## config.mk

```make
export PLATFORM = sky130hd
export DESIGN_NAME = addon_bus_master_count_status
export DESIGN_NICKNAME = d
export VERILOG_FILES = /design/src/verilog/addon_bm_pkg.sv /design/src/verilog/addon_bus_master_count_status.sv
export SDC_FILE = /design/constraint.sdc
export NUM_CORES = 1
export LEC_CHECK = 0
export ABC_AREA = 1
export BUFFER_PORTS_ARGS = -buffer_cell sky130_fd_sc_hd__buf_2
export CORE_MARGIN = 2
export CORE_UTILIZATION = 60
export CTS_CLUSTER_SIZE = 30
export DETAILED_ROUTE_END_ITERATION = 10
export GPL_TIMING_DRIVEN = 0
export PLACE_DENSITY = 0.82
export SLEW_MARGIN = 0
export SYNTH_ARGS = -nofsm -noshare
export SYNTH_HDL_FRONTEND = slang
export SYNTH_SLANG_ARGS = --single-unit
```

## constraint.sdc

```tcl
create_clock -name core_clk -period 3.61 [get_ports core_clk]
set_input_delay 0.1805 -clock core_clk [delete_from_list [all_inputs] [get_ports core_clk]]
set_output_delay 0.1805 -clock core_clk [all_outputs]
set_load 0.05 [all_outputs]
```

## src/verilog/addon_bm_pkg.sv

```systemverilog
/*
  constants for the add-on bus-master count and fifo status block.
  assumes a 32-bit add-on register port with byte addresses.
*/
package addon_bm_pkg;
  localparam logic [7:0] OFF_WRITE_COUNT = 8'h58;
  localparam logic [7:0] OFF_READ_COUNT  = 8'h5c;
  localparam logic [7:0] OFF_CTRL_STAT   = 8'h6c;
  localparam logic [31:0] COUNT_RESET    = 32'h00000000;
  localparam int BIT_WR_ZERO   = 7;
  localparam int BIT_RD_ZERO   = 6;
  localparam int BIT_IN_EMPTY  = 5;
  localparam int BIT_IN_FOUR   = 4;
  localparam int BIT_IN_FULL   = 3;
  localparam int BIT_OUT_EMPTY = 2;
  localparam int BIT_OUT_FOUR  = 1;
  localparam int BIT_OUT_FULL  = 0;
  localparam int BIT_COUNT_EN  = 28;
  localparam int BIT_OUT_RESET = 26;
  localparam int BIT_IN_RESET  = 25;
  localparam int FIFO_DEPTH    = 8;
  localparam int FOUR_LEVEL    = 4;
  localparam logic [31:0] WORD_BYTES = 32'h00000004;
  localparam logic [3:0] ALL_LANES    = 4'hf;
endpackage : addon_bm_pkg

```

## src/verilog/addon_bus_master_count_status.sv

```systemverilog
/*
  add-on bus-master transfer counters and fifo occupancy flags.
  assumes the pci master engine reports one dword phase per strobe, synchronous to core_clk,
  and fifo push/pop strobes come from the datapath that owns the fifo storage.
*/
// How it works
// status bit 6 reads one when read count is zero, count enabled
// status bit 5 is one when inbound fifo is empty
// status bit 4 is one with four or more inbound free entries
// status bit 3 is one when inbound fifo is full
// status bit 2 is one when outbound fifo is empty
// status bit 1 is one with four or more outbound entries occupied
// status bit 0 is one when outbound fifo is full
// each master write phase lowers the write count until zero
// each master read phase lowers the read count until zero
// zero count stops the transfer and pulses a done event
// add-on loads each count in bytes, not dwords
// a non-multiple-of-four count ends with partial byte enables
// transfers start dword aligned; no alignment logic needed here
// count registers are reachable only while bit 28 is set
// status bit 7 reads one when write count is zero, count enabled
// control bit 28 makes the master honour the counters
// writing one to bit 26 resets outbound fifo flags, reads zero
// writing one to bit 25 resets inbound fifo flags, reads zero
// fifos are eight deep, flags update in the cycle after a push or pop
`timescale 1ns/10ps
module addon_bus_master_count_status #(
  parameter int DEPTH = addon_bm_pkg::FIFO_DEPTH
) (
  input  wire logic        core_clk,
  input  wire logic        reset,
  input  wire logic [7:0]  regAddr,
  input  wire logic        regWrite,
  input  wire logic        regRead,
  input  wire logic [31:0] regWdata,
  output logic      [31:0] regRdata,
  input  wire logic        writePhase,
  input  wire logic        readPhase,
  input  wire logic        inPush,
  input  wire logic        inPop,
  input  wire logic        outPush,
  input  wire logic        outPop,
  output logic             writeStop,
  output logic             readStop,
  output logic             writeDone,
  output logic             readDone,
  output logic      [3:0]  writeLanes,
  output logic      [3:0]  readLanes,
  output logic             countEnable
);
  localparam int CW = $clog2(DEPTH + 1);
  localparam logic [CW-1:0] DEPTH_C = CW'(DEPTH);
  localparam logic [CW-1:0] FOUR_C = CW'(addon_bm_pkg::FOUR_LEVEL);

  logic [31:0]   wrCount_reg, wrCount_next, rdCount_reg, rdCount_next;
  logic          enable_reg, enable_next;
  logic [CW-1:0] inLevel_reg, inLevel_next, outLevel_reg, outLevel_next;
  logic [31:0]   rdata_reg, rdata_next;
  logic          wrStop_reg, wrStop_next, rdStop_reg, rdStop_next;
  logic          wrDone_reg, wrDone_next, rdDone_reg, rdDone_next;
  logic [3:0]    wrLanes_reg, wrLanes_next, rdLanes_reg, rdLanes_next;
  logic [7:0]    status;

  // bytes left before this phase; starts are dword aligned, so only the tail can be short
  function automatic logic [3:0] lanes_for(input logic [31:0] cnt);
    logic [3:0] l;
    l = addon_bm_pkg::ALL_LANES;
    if (cnt < addon_bm_pkg::WORD_BYTES)
    begin
      l = 4'((5'h01 << cnt[1:0]) - 5'h01);
    end
    return l;
  endfunction : lanes_for

  // status byte from live state; counts flagged only when enabled
  always_comb
  begin
    status = 8'h00;
    status[addon_bm_pkg::BIT_WR_ZERO]   = enable_reg && (wrCount_reg == '0);
    status[addon_bm_pkg::BIT_RD_ZERO]   = enable_reg && (rdCount_reg == '0);
    status[addon_bm_pkg::BIT_IN_EMPTY]  = (inLevel_reg == '0);
    status[addon_bm_pkg::BIT_IN_FOUR]   = (DEPTH_C - inLevel_reg) >= FOUR_C;
    status[addon_bm_pkg::BIT_IN_FULL]   = (inLevel_reg == DEPTH_C);
    status[addon_bm_pkg::BIT_OUT_EMPTY] = (outLevel_reg == '0);
    status[addon_bm_pkg::BIT_OUT_FOUR]  = (outLevel_reg >= FOUR_C);
    status[addon_bm_pkg::BIT_OUT_FULL]  = (outLevel_reg == DEPTH_C);
  end

  // next state: register writes win over a decrement in the same cycle
  always_comb
  begin
    logic ctlHit;
    ctlHit = regWrite && (regAddr == addon_bm_pkg::OFF_CTRL_STAT);
    wrCount_next  = wrCount_reg;
    rdCount_next  = rdCount_reg;
    enable_next   = enable_reg;
    inLevel_next  = inLevel_reg;
    outLevel_next = outLevel_reg;
    wrDone_next   = 1'b0;
    rdDone_next   = 1'b0;
    wrLanes_next  = wrLanes_reg;
    rdLanes_next  = rdLanes_reg;
    if (ctlHit)
    begin
      enable_next = regWdata[addon_bm_pkg::BIT_COUNT_EN];
    end
    if (writePhase && enable_reg && wrCount_reg != '0)
    begin
      wrLanes_next = lanes_for(wrCount_reg);
      wrCount_next = (wrCount_reg < addon_bm_pkg::WORD_BYTES) ? '0 : wrCount_reg - addon_bm_pkg::WORD_BYTES;
      wrDone_next  = (wrCount_next == '0);
    end
    if (readPhase && enable_reg && rdCount_reg != '0)
    begin
      rdLanes_next = lanes_for(rdCount_reg);
      rdCount_next = (rdCount_reg < addon_bm_pkg::WORD_BYTES) ? '0 : rdCount_reg - addon_bm_pkg::WORD_BYTES;
      rdDone_next  = (rdCount_next == '0);
    end
    // byte counts loaded as written; blocked while counting is off
    if (regWrite && enable_reg && regAddr == addon_bm_pkg::OFF_WRITE_COUNT)
    begin
      wrCount_next = regWdata;
    end
    if (regWrite && enable_reg && regAddr == addon_bm_pkg::OFF_READ_COUNT)
    begin
      rdCount_next = regWdata;
    end
    inLevel_next  = inLevel_reg + CW'(inPush && !status[addon_bm_pkg::BIT_IN_FULL])
                    - CW'(inPop && inLevel_reg != '0);
    outLevel_next = outLevel_reg + CW'(outPush && !status[addon_bm_pkg::BIT_OUT_FULL])
                    - CW'(outPop && outLevel_reg != '0);
    if (ctlHit && regWdata[addon_bm_pkg::BIT_OUT_RESET])
    begin
      outLevel_next = '0;
    end
    if (ctlHit && regWdata[addon_bm_pkg::BIT_IN_RESET])
    begin
      inLevel_next = '0;
    end
    wrStop_next = enable_next && (wrCount_next == '0);
    rdStop_next = enable_next && (rdCount_next == '0);
    rdata_next = 32'h00000000;
    if (regRead)
    begin
      unique case (regAddr)
        addon_bm_pkg::OFF_WRITE_COUNT: rdata_next = enable_reg ? wrCount_reg : '0;
        addon_bm_pkg::OFF_READ_COUNT:  rdata_next = enable_reg ? rdCount_reg : '0;
        addon_bm_pkg::OFF_CTRL_STAT:
        begin
          rdata_next = {24'h000000, status}; // pulse bits 26/25 read zero
          rdata_next[addon_bm_pkg::BIT_COUNT_EN] = enable_reg;
        end
        default:                       rdata_next = 32'h00000000;
      endcase
    end
  end

  // register stage; outputs come straight from these flops
  always_ff @(posedge core_clk)
  begin
    if (reset)
    begin
      wrCount_reg  <= addon_bm_pkg::COUNT_RESET;
      rdCount_reg  <= addon_bm_pkg::COUNT_RESET;
      enable_reg   <= 1'b0;
      inLevel_reg  <= '0;
      outLevel_reg <= '0;
      rdata_reg    <= 32'h00000000;
      wrStop_reg   <= 1'b0;
      rdStop_reg   <= 1'b0;
      wrDone_reg   <= 1'b0;
      rdDone_reg   <= 1'b0;
      wrLanes_reg  <= addon_bm_pkg::ALL_LANES;
      rdLanes_reg  <= addon_bm_pkg::ALL_LANES;
    end
    else
    begin
      wrCount_reg  <= wrCount_next;
      rdCount_reg  <= rdCount_next;
      enable_reg   <= enable_next;
      inLevel_reg  <= inLevel_next;
      outLevel_reg <= outLevel_next;
      rdata_reg    <= rdata_next;
      wrStop_reg   <= wrStop_next;
      rdStop_reg   <= rdStop_next;
      wrDone_reg   <= wrDone_next;
      rdDone_reg   <= rdDone_next;
      wrLanes_reg  <= wrLanes_next;
      rdLanes_reg  <= rdLanes_next;
    end
  end

  assign regRdata    = rdata_reg;
  assign writeStop   = wrStop_reg;
  assign readStop    = rdStop_reg;
  assign writeDone   = wrDone_reg;
  assign readDone    = rdDone_reg;
  assign writeLanes  = wrLanes_reg;
  assign readLanes   = rdLanes_reg;
  assign countEnable = enable_reg;
endmodule : addon_bus_master_count_status

```

==> reports/metrics.csv, run 1 <==
stage;metric;value;unit
status;status;finished, final reports clean;
timing;Final Hold Viols;0;
clocking;CTS max path bufs;2;
pwr;total leakage power;4.72;nW
setup_path;FF-to-FF setup slack;0.96;ns
timing;Worst Slack Setup Final;0.955;ns
yosys;Post-Synth Simple-Gate Area;0.417;
hold_path;Hold EP;rdCount_reg[31]$_SDFF_PP0_;
yosys;Yosys top cell by area;dfxtp_1;
pwr;Logic pwr share;0.117;
global_route;vias in the first global route;8464;
pwr;NetSw;0.887;mW
global_route;gr usage total;0.414;
die;Die Ht;119;um
cells_and_area;Final nets;1440;
yosys;Synth Area in Adders;0.0335;
drt;initial DRC count;1158;
drt;Final ANT Viol Nets;0;
drt;via/cell ratio;5.98;
hold_path;Hold Startpoint;regWdata[31];
drt;Met3 Routed Length;3930;um
yosys;Synth Instances;1258;
clocking;post-CTS sizing;0;
hold_path;worst hold stages;3;
yosys;multiplexer share of the synthesized area;0;
yosys;synth top area cells;dfxtp_1, nand2_1, nor2_1, nand3_1, inv_1;
yosys;Post-synth EDFFs;0;
clocking;clk sinks;117;
cells_and_area;post-layout instance area;0.00918;mm^2
clocking;clock root buffer;clkbuf_16;
yosys;#FFs+latches synth;117;
setup_path;Worst R2R Start;wrCount_reg[2]$_SDFF_PP0_;
setup_path;R2R Path End;writeStop$_SDFF_PP0_;
global_route;first-pass GRT wire length;44800;um
global_route;antenna violations before repair;0;
placed_design;pre-CTS setup slack;1.06;ns
timing;clock skew;0.0102;ns
timing;Fmax achieved;377;MHz
timing;post-route setup TNS;0;ns
clocking;TritonCTS clock tree;built;
yosys;area share of the largest cell type after synthesis;0.296;
clocking;CTS Buf Count;17;
yosys;Synth async-reset ratio;0;
setup_path;kind of critical path;reg -> reg;
clocking;H-Tree Depth;4;
die;overall die area;0.0141;mm^2
cells_and_area;area of the multi-input gates;0.00478;mm^2
yosys;Syn Nets;1328;
pwr;clock share of power;0.496;
placed_design;Placer Congestion;1.06;
die;row count;41;
cells_and_area;synth-to-layout area growth;16.1;%
yosys;Yosys Warn Count;0;
setup_path;Critical Path RT;3.95;ns
timing;setup violators final;0;
yosys;Mapped Area;0.00791;mm^2
drt;met2 wire len;12500;um
yosys;largest family of logic cells by synthesized area;simple AND/OR/NAND/NOR gates;
clocking;post-CTS setup buffers;0;
setup_path;CP Max Fanout;10;
yosys;xor and xnor area share after synthesis;0.0221;
timing;Worst Tran Pin Value;0.769;ns
clocking;Clock Latency Late Sink;0.43;ns
cells_and_area;Filler cells;1162;
pwr;Seq pwr share;0.387;
placed_design;HPWL after detailed placement;23300;um
placed_design;number of port buffers;93;
hold_path;Worst Hold Class;in -> reg;
die;width of the die;119;um
timing;Tcrit/Tclk final;0.735;
clocking;# hold bufs at CTS;0;
setup_path;R2R cell count;13;
timing;RSZ-0062 raised after global routing;no;
drt;Top Metal Used;met4;
setup_path;Crit. End Element;register;
job;Max-Cap Viols;0;
yosys;Avg Synthesized Cell Area;6.29;um^2
pwr;Sw Share;0.254;
drt;via count;9290;
drt;# DRC;0;
yosys;Synth Area in Compound Gates;0.132;
drt;Avg WL per Cell;18.8;um
cells_and_area;layout cells sized above 1;0.153;
placed_design;placed instance area;0.00859;mm^2
global_route;total gr overflow;0;
cells_and_area;Reg area;0.00234;mm^2
setup_path;startpoint types;register;
pwr;P per Cell Area;380;mW/mm^2
yosys;Distinct cells, synth;53;
drt;final wirelength;29300;um
die;IO Pins;95;
cells_and_area;most frequent cells in the layout;nand2_1, nor2_1, inv_1, dfxtp_1, nand3_1;
timing;slew margin rel.;0.482;
yosys;prevailing post-synth register cell;dfxtp_1;
global_route;largest net degree at the start of global routing;17;
die;area of the core;0.0127;mm^2
cells_and_area;ant diodes;0;
cells_and_area;commonest non-fill, non-tap cell in the layout;nand2_1;
timing;fin crit period;2.65;ns
timing;max-slew violations;0;
setup_path;Critical Path AT;2.99;ns
pwr;Pint;2.60;mW
drt;WL met1;11300;um
pwr;Worst VDD drop;0.419;mV
die;starting density of the core;0.622;
yosys;Seq/Total Area, Yosys;0.296;
clocking;clk slew on worst S/H paths;0.06;ns
drt;DR pass1 iterations;8;
-- layout make-up --
class / instances / share of cell area
inverter: 144 / 0.0594
buffer: 38 / 0.0267
sequential: 117 / 0.255
tap: 172 / 0.0234
clock inverter: 10 / 0.0142
timing repair buffer: 93 / 0.0507
clock buffer: 21 / 0.0502
multi-input combinational: 959 / 0.520
-- kinds of logic (layout without fill, tap and decap cells) --
logic type | Yosys count | in the layout
flops | 117 | 117
simple gates | 751 | 751
buf+inv | 182 | 306
compound gates | 168 | 168
fa+ha+maj | 20 | 20
xor+xnor | 20 | 20
-- per-layer routing --
metal | up-vias | global-route usage
li1 | 4298 | -
met1 | 4178 | 0.540
met2 | 679 | 0.630
met3 | 135 | 0.111
met4 | 0 | 0.211
met5 | - | 0
-- worst max-delay path: stages (launching register included) --
cell     delay (ns)
dfxtp_1        0.35
inv_2          0.10
ha_1           0.28
nand3_1        0.20
nor2_2         0.24
nand2_2        0.18
buf_6          0.20
nand3_1        0.16
nand2_1        0.08
a21oi_1        0.25
nand2_1        0.09
nor2_1         0.11
nand2_1        0.12
nor3_2         0.21
-- through the flow --
stage | instances | utilization | hold WS [ns] | power (mW)
after global placement | 1523 | 0.675 | 0.434 | 1.74
final | 1554 | 0.722 | 0.0620 | 3.49
after floorplan | 1258 | - | 0.335 | 1.64
after CTS | 1554 | 0.722 | 0.0590 | 3.47
after global routing | 1554 | 0.722 | 0.0652 | 3.59
after detailed placement | 1523 | 0.675 | 0.453 | 1.77
-- power by group through the flow --
| stage | clock (mW) | sequential [mW] | combinational [mW] |
|---|---|---|---|
| detailed placement | 0 | 1.37 | 0.393 |
| global route | 1.77 | 1.35 | 0.470 |
| global placement | 0 | 1.37 | 0.368 |
| floorplan | 0 | 1.37 | 0.271 |
| CTS | 1.71 | 1.35 | 0.402 |
| finish | 1.73 | 1.35 | 0.409 |
-- cell usage after synthesis (2+ instances only) --
cell type	count
a21boi_1	5
a21oi_1	62
a22oi_1	4
a22oi_2	3
and2_1	2
buf_12	2
buf_2	8
buf_4	2
buf_6	7
clkbuf_1	18
clkinv_1	5
dfxtp_1	117
fa_1	2
ha_1	18
inv_1	128
inv_2	9
inv_4	2
nand2_1	372
nand2_2	7
nand2_4	7
nand3_1	104
nand4_1	16
nor2_1	192
nor2_2	16
nor2_4	16
nor3_1	5
nor4_1	4
o211ai_1	2
o21ai_0	34
o21ai_1	14
o221ai_1	3
o22ai_1	7
o32ai_1	23
or2_2	5
xnor2_1	3
xor2_1	17
-- worst max path at each step --
stage,cells after the start,endpoint,start,slack [ns]
after global routing,14,writeStop$_SDFF_PP0_,wrCount_reg[2]$_SDFF_PP0_,0.75
after CTS,14,writeStop$_SDFF_PP0_,wrCount_reg[2]$_SDFF_PP0_,1.04
after floorplan,13,readStop$_SDFF_PP0_,countEnable$_SDFF_PP0_,1.53
final,13,writeStop$_SDFF_PP0_,wrCount_reg[2]$_SDFF_PP0_,0.96
after global placement,14,writeStop$_SDFF_PP0_,wrCount_reg[2]$_SDFF_PP0_,1.05
after detailed placement,14,writeStop$_SDFF_PP0_,wrCount_reg[2]$_SDFF_PP0_,1.06
(Power assumes the default switching activity.)
==> inputs of run 2 (changes only) <==
- CORE_UTILIZATION: 60 -> 59
- PLACE_DENSITY: 0.82 -> 0.81
- clock period: 3.61 -> 2.76 ns (I/O delays scaled with it)
==> run 2 against run 1 <==
Sequential cell count unchanged. Clock power increased by 24%. First-iteration DRC count increased by 34%. Largest power group unchanged. Register-to-register slack got worse by 0.87 ns. Sequential share of layout area decreased by 0.059 points. Non-clock buffer count increased by 3. Final cell count increased by 0.51%. Cell area increased by 0.23%. Die area increased by 1.6%. Power increased by 27%.
==> reports/metrics.csv, run 2 (synthesized netlist as in run 1, its figures left out) <==
stage;metric;value;unit;change
timing;RSZ-0062 raised after global routing;no;;
timing;Worst Slack Setup Final;0.0886;ns;-0.867 ns
clocking;CTS max path bufs;2;;unchanged
clocking;clock root buffer;clkbuf_16;;
drt;via count;9204;;-0.93%
global_route;total gr overflow;0;;unchanged
global_route;gr usage total;0.421;;+0.00671
setup_path;Critical Path AT;3.03;ns;+0.04 ns
placed_design;Placer Congestion;1.09;;+3.6%
drt;Final ANT Viol Nets;0;;unchanged
hold_path;Hold Startpoint;regWdata[20];;
timing;max-slew violations;0;;unchanged
timing;post-route setup TNS;0;ns;unchanged
hold_path;Hold EP;wrCount_reg[20]$_SDFF_PP0_;;
timing;setup violators final;0;;unchanged
cells_and_area;synth-to-layout area growth;16.3;%;
global_route;antenna violations before repair;0;;unchanged
setup_path;Critical Path RT;3.11;ns;-0.84 ns
clocking;TritonCTS clock tree;built;;
clocking;H-Tree Depth;4;;unchanged
timing;Fmax achieved;374;MHz;-0.62%
drt;DR pass1 iterations;6;;-2
setup_path;CP delay by family, top;simple AND/OR/NAND/NOR gates;;
die;IO Pins;95;;unchanged
die;row count;42;;+2.4%
global_route;vias in the first global route;8446;;-0.21%
global_route;first-pass GRT wire length;45600;um;+1.7%
timing;fin crit period;2.67;ns;+0.0166 ns
pwr;Final Power;4.41;mW;+27%
die;starting density of the core;0.600;;-0.0221
die;width of the die;120;um;+0.82%
setup_path;startpoint types;register;;
setup_path;Crit. End Element;register;;
cells_and_area;Final Instance Count excl. Fillers;1562;;+0.51%
drt;initial DRC count;1549;;+34%
clocking;clk sinks;117;;unchanged
timing;clock skew;0.00676;ns;-0.00348 ns
clocking;CTS Buf Count;17;;unchanged
die;area of the core;0.0132;mm^2;+3.7%
clocking;Clock Latency Late Sink;0.43;ns;about the same
cells_and_area;Final nets;1443;;+0.21%
setup_path;Worst R2R Start;rdCount_reg[2]$_SDFF_PP0_;;
status;status;finished, final reports clean;;
timing;Tcrit/Tclk final;0.968;;+0.233
setup_path;R2R Path End;readStop$_SDFF_PP0_;;
placed_design;pre-CTS setup slack;0.136;ns;-0.928 ns
drt;# DRC;0;;unchanged
placed_design;HPWL after detailed placement;23300;um;-0.17%
placed_design;Inst Count DP;1527;;+0.26%
clocking;clk slew on worst S/H paths;0.06;ns;about the same
setup_path;crit-path cells;inv_1 > ha_1 > nand2_2 > nor2_4 > nand2_4 > inv_4 > nand2_4 > buf_6 > nand3_1 > nand2_1 > o211ai_1 > o21ai_0 > nor2_1 > nand4_1 > nor2_1;;
die;Die Ht;120;um;+0.82%
pwr;total leakage power;4.72;nW;about the same
die;overall die area;0.0143;mm^2;+1.6%
cells_and_area;ant diodes;0;;unchanged
pwr;P per Cell Area;480;mW/mm^2;+26%
cells_and_area;layout cells sized above 1;0.159;;+0.00677
hold_path;worst hold stages;3;;unchanged
setup_path;Max stage delay on crit path;0.34;ns;about the same
setup_path;R2R cell count;15;;+2
hold_path;Worst Hold Class;in -> reg;;
drt;Avg WL per Cell;19.1;um;+1.6%
cells_and_area;most frequent cells in the layout;nand2_1, nor2_1, inv_1, dfxtp_1, nand3_1;;
timing;Hold WS;0.00609;ns;-0.0559 ns
placed_design;number of port buffers;93;;unchanged
global_route;largest net degree at the start of global routing;17;;unchanged
setup_path;CP Max Fanout;10;;unchanged
drt;via/cell ratio;5.89;;-1.4%
cells_and_area;commonest non-fill, non-tap cell in the layout;nand2_1;;
setup_path;kind of critical path;reg -> reg;;
timing;Final Hold Viols;0;;unchanged
setup_path;Critical-path top delay cell;dfxtp_1;;
pwr;Worst VDD drop;0.448;mV;+7.0%
setup_path;CP bufs+invs;3;;+1
timing;Worst Tran Pin Value;0.682;ns;-0.0870 ns
timing;slew margin rel.;0.545;;+0.0628
job;Max-Cap Viols;0;;unchanged
drt;final wirelength;29900;um;+2.2%
setup_path;FF-to-FF setup slack;0.09;ns;-0.87 ns
[run 2: cell types whose count changed in the layout (fill, tap and decap cells not counted), moves of 2 or more]
cell        before  now
clkinvlp_4       2    4
buf_4            2    5
clkinv_2         5    2
clkbuf_1        20   18
bufinv_16        3    1
clkinv_4         0    6
[run 2: worst max-delay path by stage]
stage / startpoint / end / slack (ns) / cells past startpoint
finish: rdCount_reg[2]$_SDFF_PP0_ / readStop$_SDFF_PP0_ / 0.09 / 15
global route: rdCount_reg[2]$_SDFF_PP0_ / readStop$_SDFF_PP0_ / 0.04 / 17
detailed placement: wrCount_reg[2]$_SDFF_PP0_ / writeStop$_SDFF_PP0_ / 0.14 / 14
floorplan: countEnable$_SDFF_PP0_ / readStop$_SDFF_PP0_ / 0.68 / 13
CTS: wrCount_reg[2]$_SDFF_PP0_ / writeStop$_SDFF_PP0_ / 0.12 / 14
global placement: wrCount_reg[2]$_SDFF_PP0_ / writeStop$_SDFF_PP0_ / 0.18 / 14
[run 2: timing repair]
item	CTS	global route
gates resized for setup	0	4
buffers inserted	0	3
setup endpoints to repair	0	2
hold endpoints to repair	0	0
hold buffers	0	0
[run 2: metrics by stage]
stage	util	cell area (um^2)
after CTS	0.695	9170
final	0.698	9200
after global placement	0.652	8590
after floorplan	-	7910
after global routing	0.698	9200
after detailed placement	0.652	8590
[run 2: cell type report]
type	count	area, um^2
clock inverter	14	131
tap	176	220
clock buffer	18	439
timing repair buffer	96	488
inverter	144	546
buffer	38	245
sequential	117	2340
fill	1226	3990
multi-input combinational	959	4790
[run 2: where the power goes]
part | internal (mW) | total, mW | leakage [nW] | switching, mW
clock network | 1.27 | 2.15 | 0.268 | 0.881
registers | 1.73 | 1.76 | 0.944 | 0.0287
logic | 0.211 | 0.506 | 3.51 | 0.295
[run 2: per-layer routing]
layer | GRT usage | wire [um]
met3 | 0.116 | 3910
met5 | 0 | 0
met2 | 0.635 | 12700
met4 | 0.232 | 1960
met1 | 0.544 | 11400
[run 2: worst reg2reg max path, delay by kind of cell (launching register included)]
kind	cells	cell delay, ns
and+or+nand+nor	9	1.26
AOI/OAI and AO/OA	2	0.31
adders and majority gates	1	0.23
buffers and inverters	3	0.44
DFF	1	0.34
==> inputs of run 3 (changes only) <==
- SETUP_SLACK_MARGIN: not set -> 0.15
==> run 3 against run 2 <==
First-iteration DRC count down 0.97%. Maximum frequency up 5.4%. Power about the same. Final cell count up 0.51%. Combinational power about the same. Critical path depth up 1. Sequential power about the same. Count of clock-buffer cells in the layout unchanged. Cell area up 0.94%. Clock skew up 0.0015 ns. Routed wire length up 1.1%. Register-to-register slack better by 0.14 ns.
==> reports/metrics.csv, run 3 (synthesized netlist as in run 1, its figures left out) <==
stage;metric;value;unit;change
setup_path;R2R cell count;16;;+1
drt;Final ANT Viol Nets;0;;unchanged
pwr;Seq pwr share;0.399;;about the same
pwr;Logic pwr share;0.115;;about the same
timing;post-route setup TNS;0;ns;unchanged
pwr;Sw Share;0.273;;+0.000405
clocking;# hold bufs at CTS;0;;unchanged
timing;clock skew;0.00825;ns;+0.00149 ns
pwr;Pint;3.21;mW;about the same
placed_design;Placer Congestion;1.09;;unchanged
timing;Worst Tran Pin Value;0.698;ns;+0.0157 ns
timing;setup violators final;0;;unchanged
clocking;H-Tree Depth;4;;unchanged
die;IO Pins;95;;unchanged
cells_and_area;ant diodes;0;;unchanged
pwr;total leakage power;4.76;nW;+0.89%
timing;Fmax achieved;395;MHz;+5.4%
clocking;clock root buffer;clkbuf_16;;
die;row count;42;;unchanged
cells_and_area;synth-to-layout area growth;17.4;%;
setup_path;FF-to-FF setup slack;0.23;ns;+0.14 ns
drt;initial DRC count;1534;;-0.97%
placed_design;pre-CTS setup slack;0.136;ns;unchanged
timing;RSZ-0062 raised after global routing;no;;
setup_path;CP Launch Point;wrCount_reg[2]$_SDFF_PP0_;;
timing;fin crit period;2.53;ns;-0.137 ns
setup_path;Critical Path RT;3.11;ns;about the same
hold_path;Worst Hold Class;in -> reg;;
clocking;CTS max path bufs;2;;unchanged
die;width of the die;120;um;unchanged
clocking;Clock Latency Late Sink;0.43;ns;about the same
drt;# DRC;0;;unchanged
setup_path;R2R Path End;writeStop$_SDFF_PP0_;;
die;overall die area;0.0143;mm^2;unchanged
die;area of the core;0.0132;mm^2;unchanged
pwr;Worst VDD drop;0.445;mV;-0.65%
status;status;finished, final reports clean;;
drt;final wirelength;30200;um;+1.1%
setup_path;startpoint types;register;;
drt;via/cell ratio;5.94;;+0.76%
pwr;clock share of power;0.486;;about the same
global_route;total gr overflow;0;;unchanged
global_route;vias in the first global route;8433;;-0.15%
cells_and_area;commonest non-fill, non-tap cell in the layout;nand2_1;;
setup_path;Critical Path AT;2.89;ns;-0.14 ns
global_route;gr usage total;0.421;;about the same
clocking;CTS Buf Count;17;;unchanged
die;Die Ht;120;um;unchanged
timing;max-slew violations;0;;unchanged
setup_path;Setup crit end;writeStop$_SDFF_PP0_;;
setup_path;Worst R2R Start;wrCount_reg[2]$_SDFF_PP0_;;
drt;Avg WL per Cell;19.3;um;+0.60%
timing;Final Hold Viols;0;;unchanged
drt;DR pass1 iterations;6;;unchanged
placed_design;number of port buffers;93;;unchanged
timing;Worst Slack Setup Final;0.226;ns;+0.137 ns
global_route;largest net degree at the start of global routing;17;;unchanged
clocking;clk slew on worst S/H paths;0.06;ns;about the same
pwr;P per Cell Area;476;mW/mm^2;-0.88%
clocking;TritonCTS clock tree;built;;
cells_and_area;Final nets;1451;;+0.55%
drt;via count;9321;;+1.3%
die;starting density of the core;0.600;;unchanged
setup_path;CP Max Fanout;5;;-5
setup_path;kind of critical path;reg -> reg;;
global_route;antenna violations before repair;0;;unchanged
job;Max-Cap Viols;0;;unchanged
setup_path;Crit. End Element;register;;
cells_and_area;layout cells sized above 1;0.169;;+0.00913
timing;slew margin rel.;0.535;;-0.0105
placed_design;HPWL after detailed placement;23300;um;unchanged
timing;Tcrit/Tclk final;0.918;;-0.0497
pwr;NetSw;1.21;mW;+0.20%
clocking;clk sinks;117;;unchanged
cells_and_area;most frequent cells in the layout;nand2_1, nor2_1, inv_1, dfxtp_1, nand3_1;;
global_route;first-pass GRT wire length;45600;um;about the same
## run 3: worst min path at each step
| stage | from | endpoint | cells after the start |
|---|---|---|---|
| 2_1_floorplan | regWdata[26] | rdCount_reg[26]$_SDFF_PP0_ | 2 |
| 3_3_place_gp | writeLanes[1]$_SDFFE_PP1N_ | writeLanes[1]$_SDFFE_PP1N_ | 2 |
| 3_5_place_dp | regWdata[30] | rdCount_reg[30]$_SDFF_PP0_ | 3 |
| 4_1_cts | regWdata[20] | wrCount_reg[20]$_SDFF_PP0_ | 3 |
| 5_1_grt | regWdata[20] | wrCount_reg[20]$_SDFF_PP0_ | 3 |
| 6_report | regWdata[20] | wrCount_reg[20]$_SDFF_PP0_ | 3 |
## run 3: timing repair
action	CTS	global route
gates resized for setup	1	12
pin swaps	0	5
buffers inserted	0	11
setup endpoints to repair	1	2
## run 3: power groups by stage
stage	combinational [mW]	clock [mW]	sequential, mW
finish	0.507	2.15	1.76
global route	0.584	2.23	1.77
CTS	0.499	2.14	1.76
detailed placement	0.494	0	1.80
global placement	0.471	0	1.80
floorplan	0.354	0	1.79
## run 3: worst max-delay path, cell delays in order (launching register included)
cell and delay [ns]:
dfxtp_1 0.35, inv_2 0.10, ha_1 0.26, nand3_1 0.25, inv_2 0.11, nand2_1 0.12
nor2_4 0.14, nand2_2 0.15, nand2_1 0.12, nand2_1 0.05, nor2_1 0.10, nand2_1 0.08
nor2_1 0.18, nand2_1 0.11, nor2_1 0.10, nand2_1 0.11, nor3_2 0.13
## run 3: area by class of cell
type,count,area (um^2)
Clock buffer,18,439
Timing Repair Buffer,104,548
Buffer,38,245
Tap cell,176,220
Fill cell,1219,3900
Multi-Input combinational cell,959,4820
Inverter,144,546
Sequential cell,117,2340
Clock inverter,14,131
## run 3: layer usage
layer | routed length, um | part of all wire | up-vias | GRT usage
li1 | - | - | 4298 | -
met1 | 11600 | 0.38 | 4215 | 0.543
met2 | 12900 | 0.43 | 665 | 0.638
met3 | 3840 | 0.13 | 143 | 0.115
met4 | 1860 | 0.062 | 0 | 0.230
met5 | 0 | 0 | - | 0
## run 3: stage by stage
step / hold WS (ns) / utilization / cells / area, um^2 / total power, mW
6_report: 0.00634 / 0.704 / 1570 / 9290 / 4.42
5_1_grt: 0.0246 / 0.704 / 1570 / 9290 / 4.57
4_1_cts: 0.0000642 / 0.695 / 1559 / 9170 / 4.40
3_5_place_dp: 0.442 / 0.652 / 1527 / 8590 / 2.29
3_3_place_gp: 0.439 / 0.652 / 1527 / 8590 / 2.27
2_1_floorplan: 0.293 / - / 1258 / 7910 / 2.15
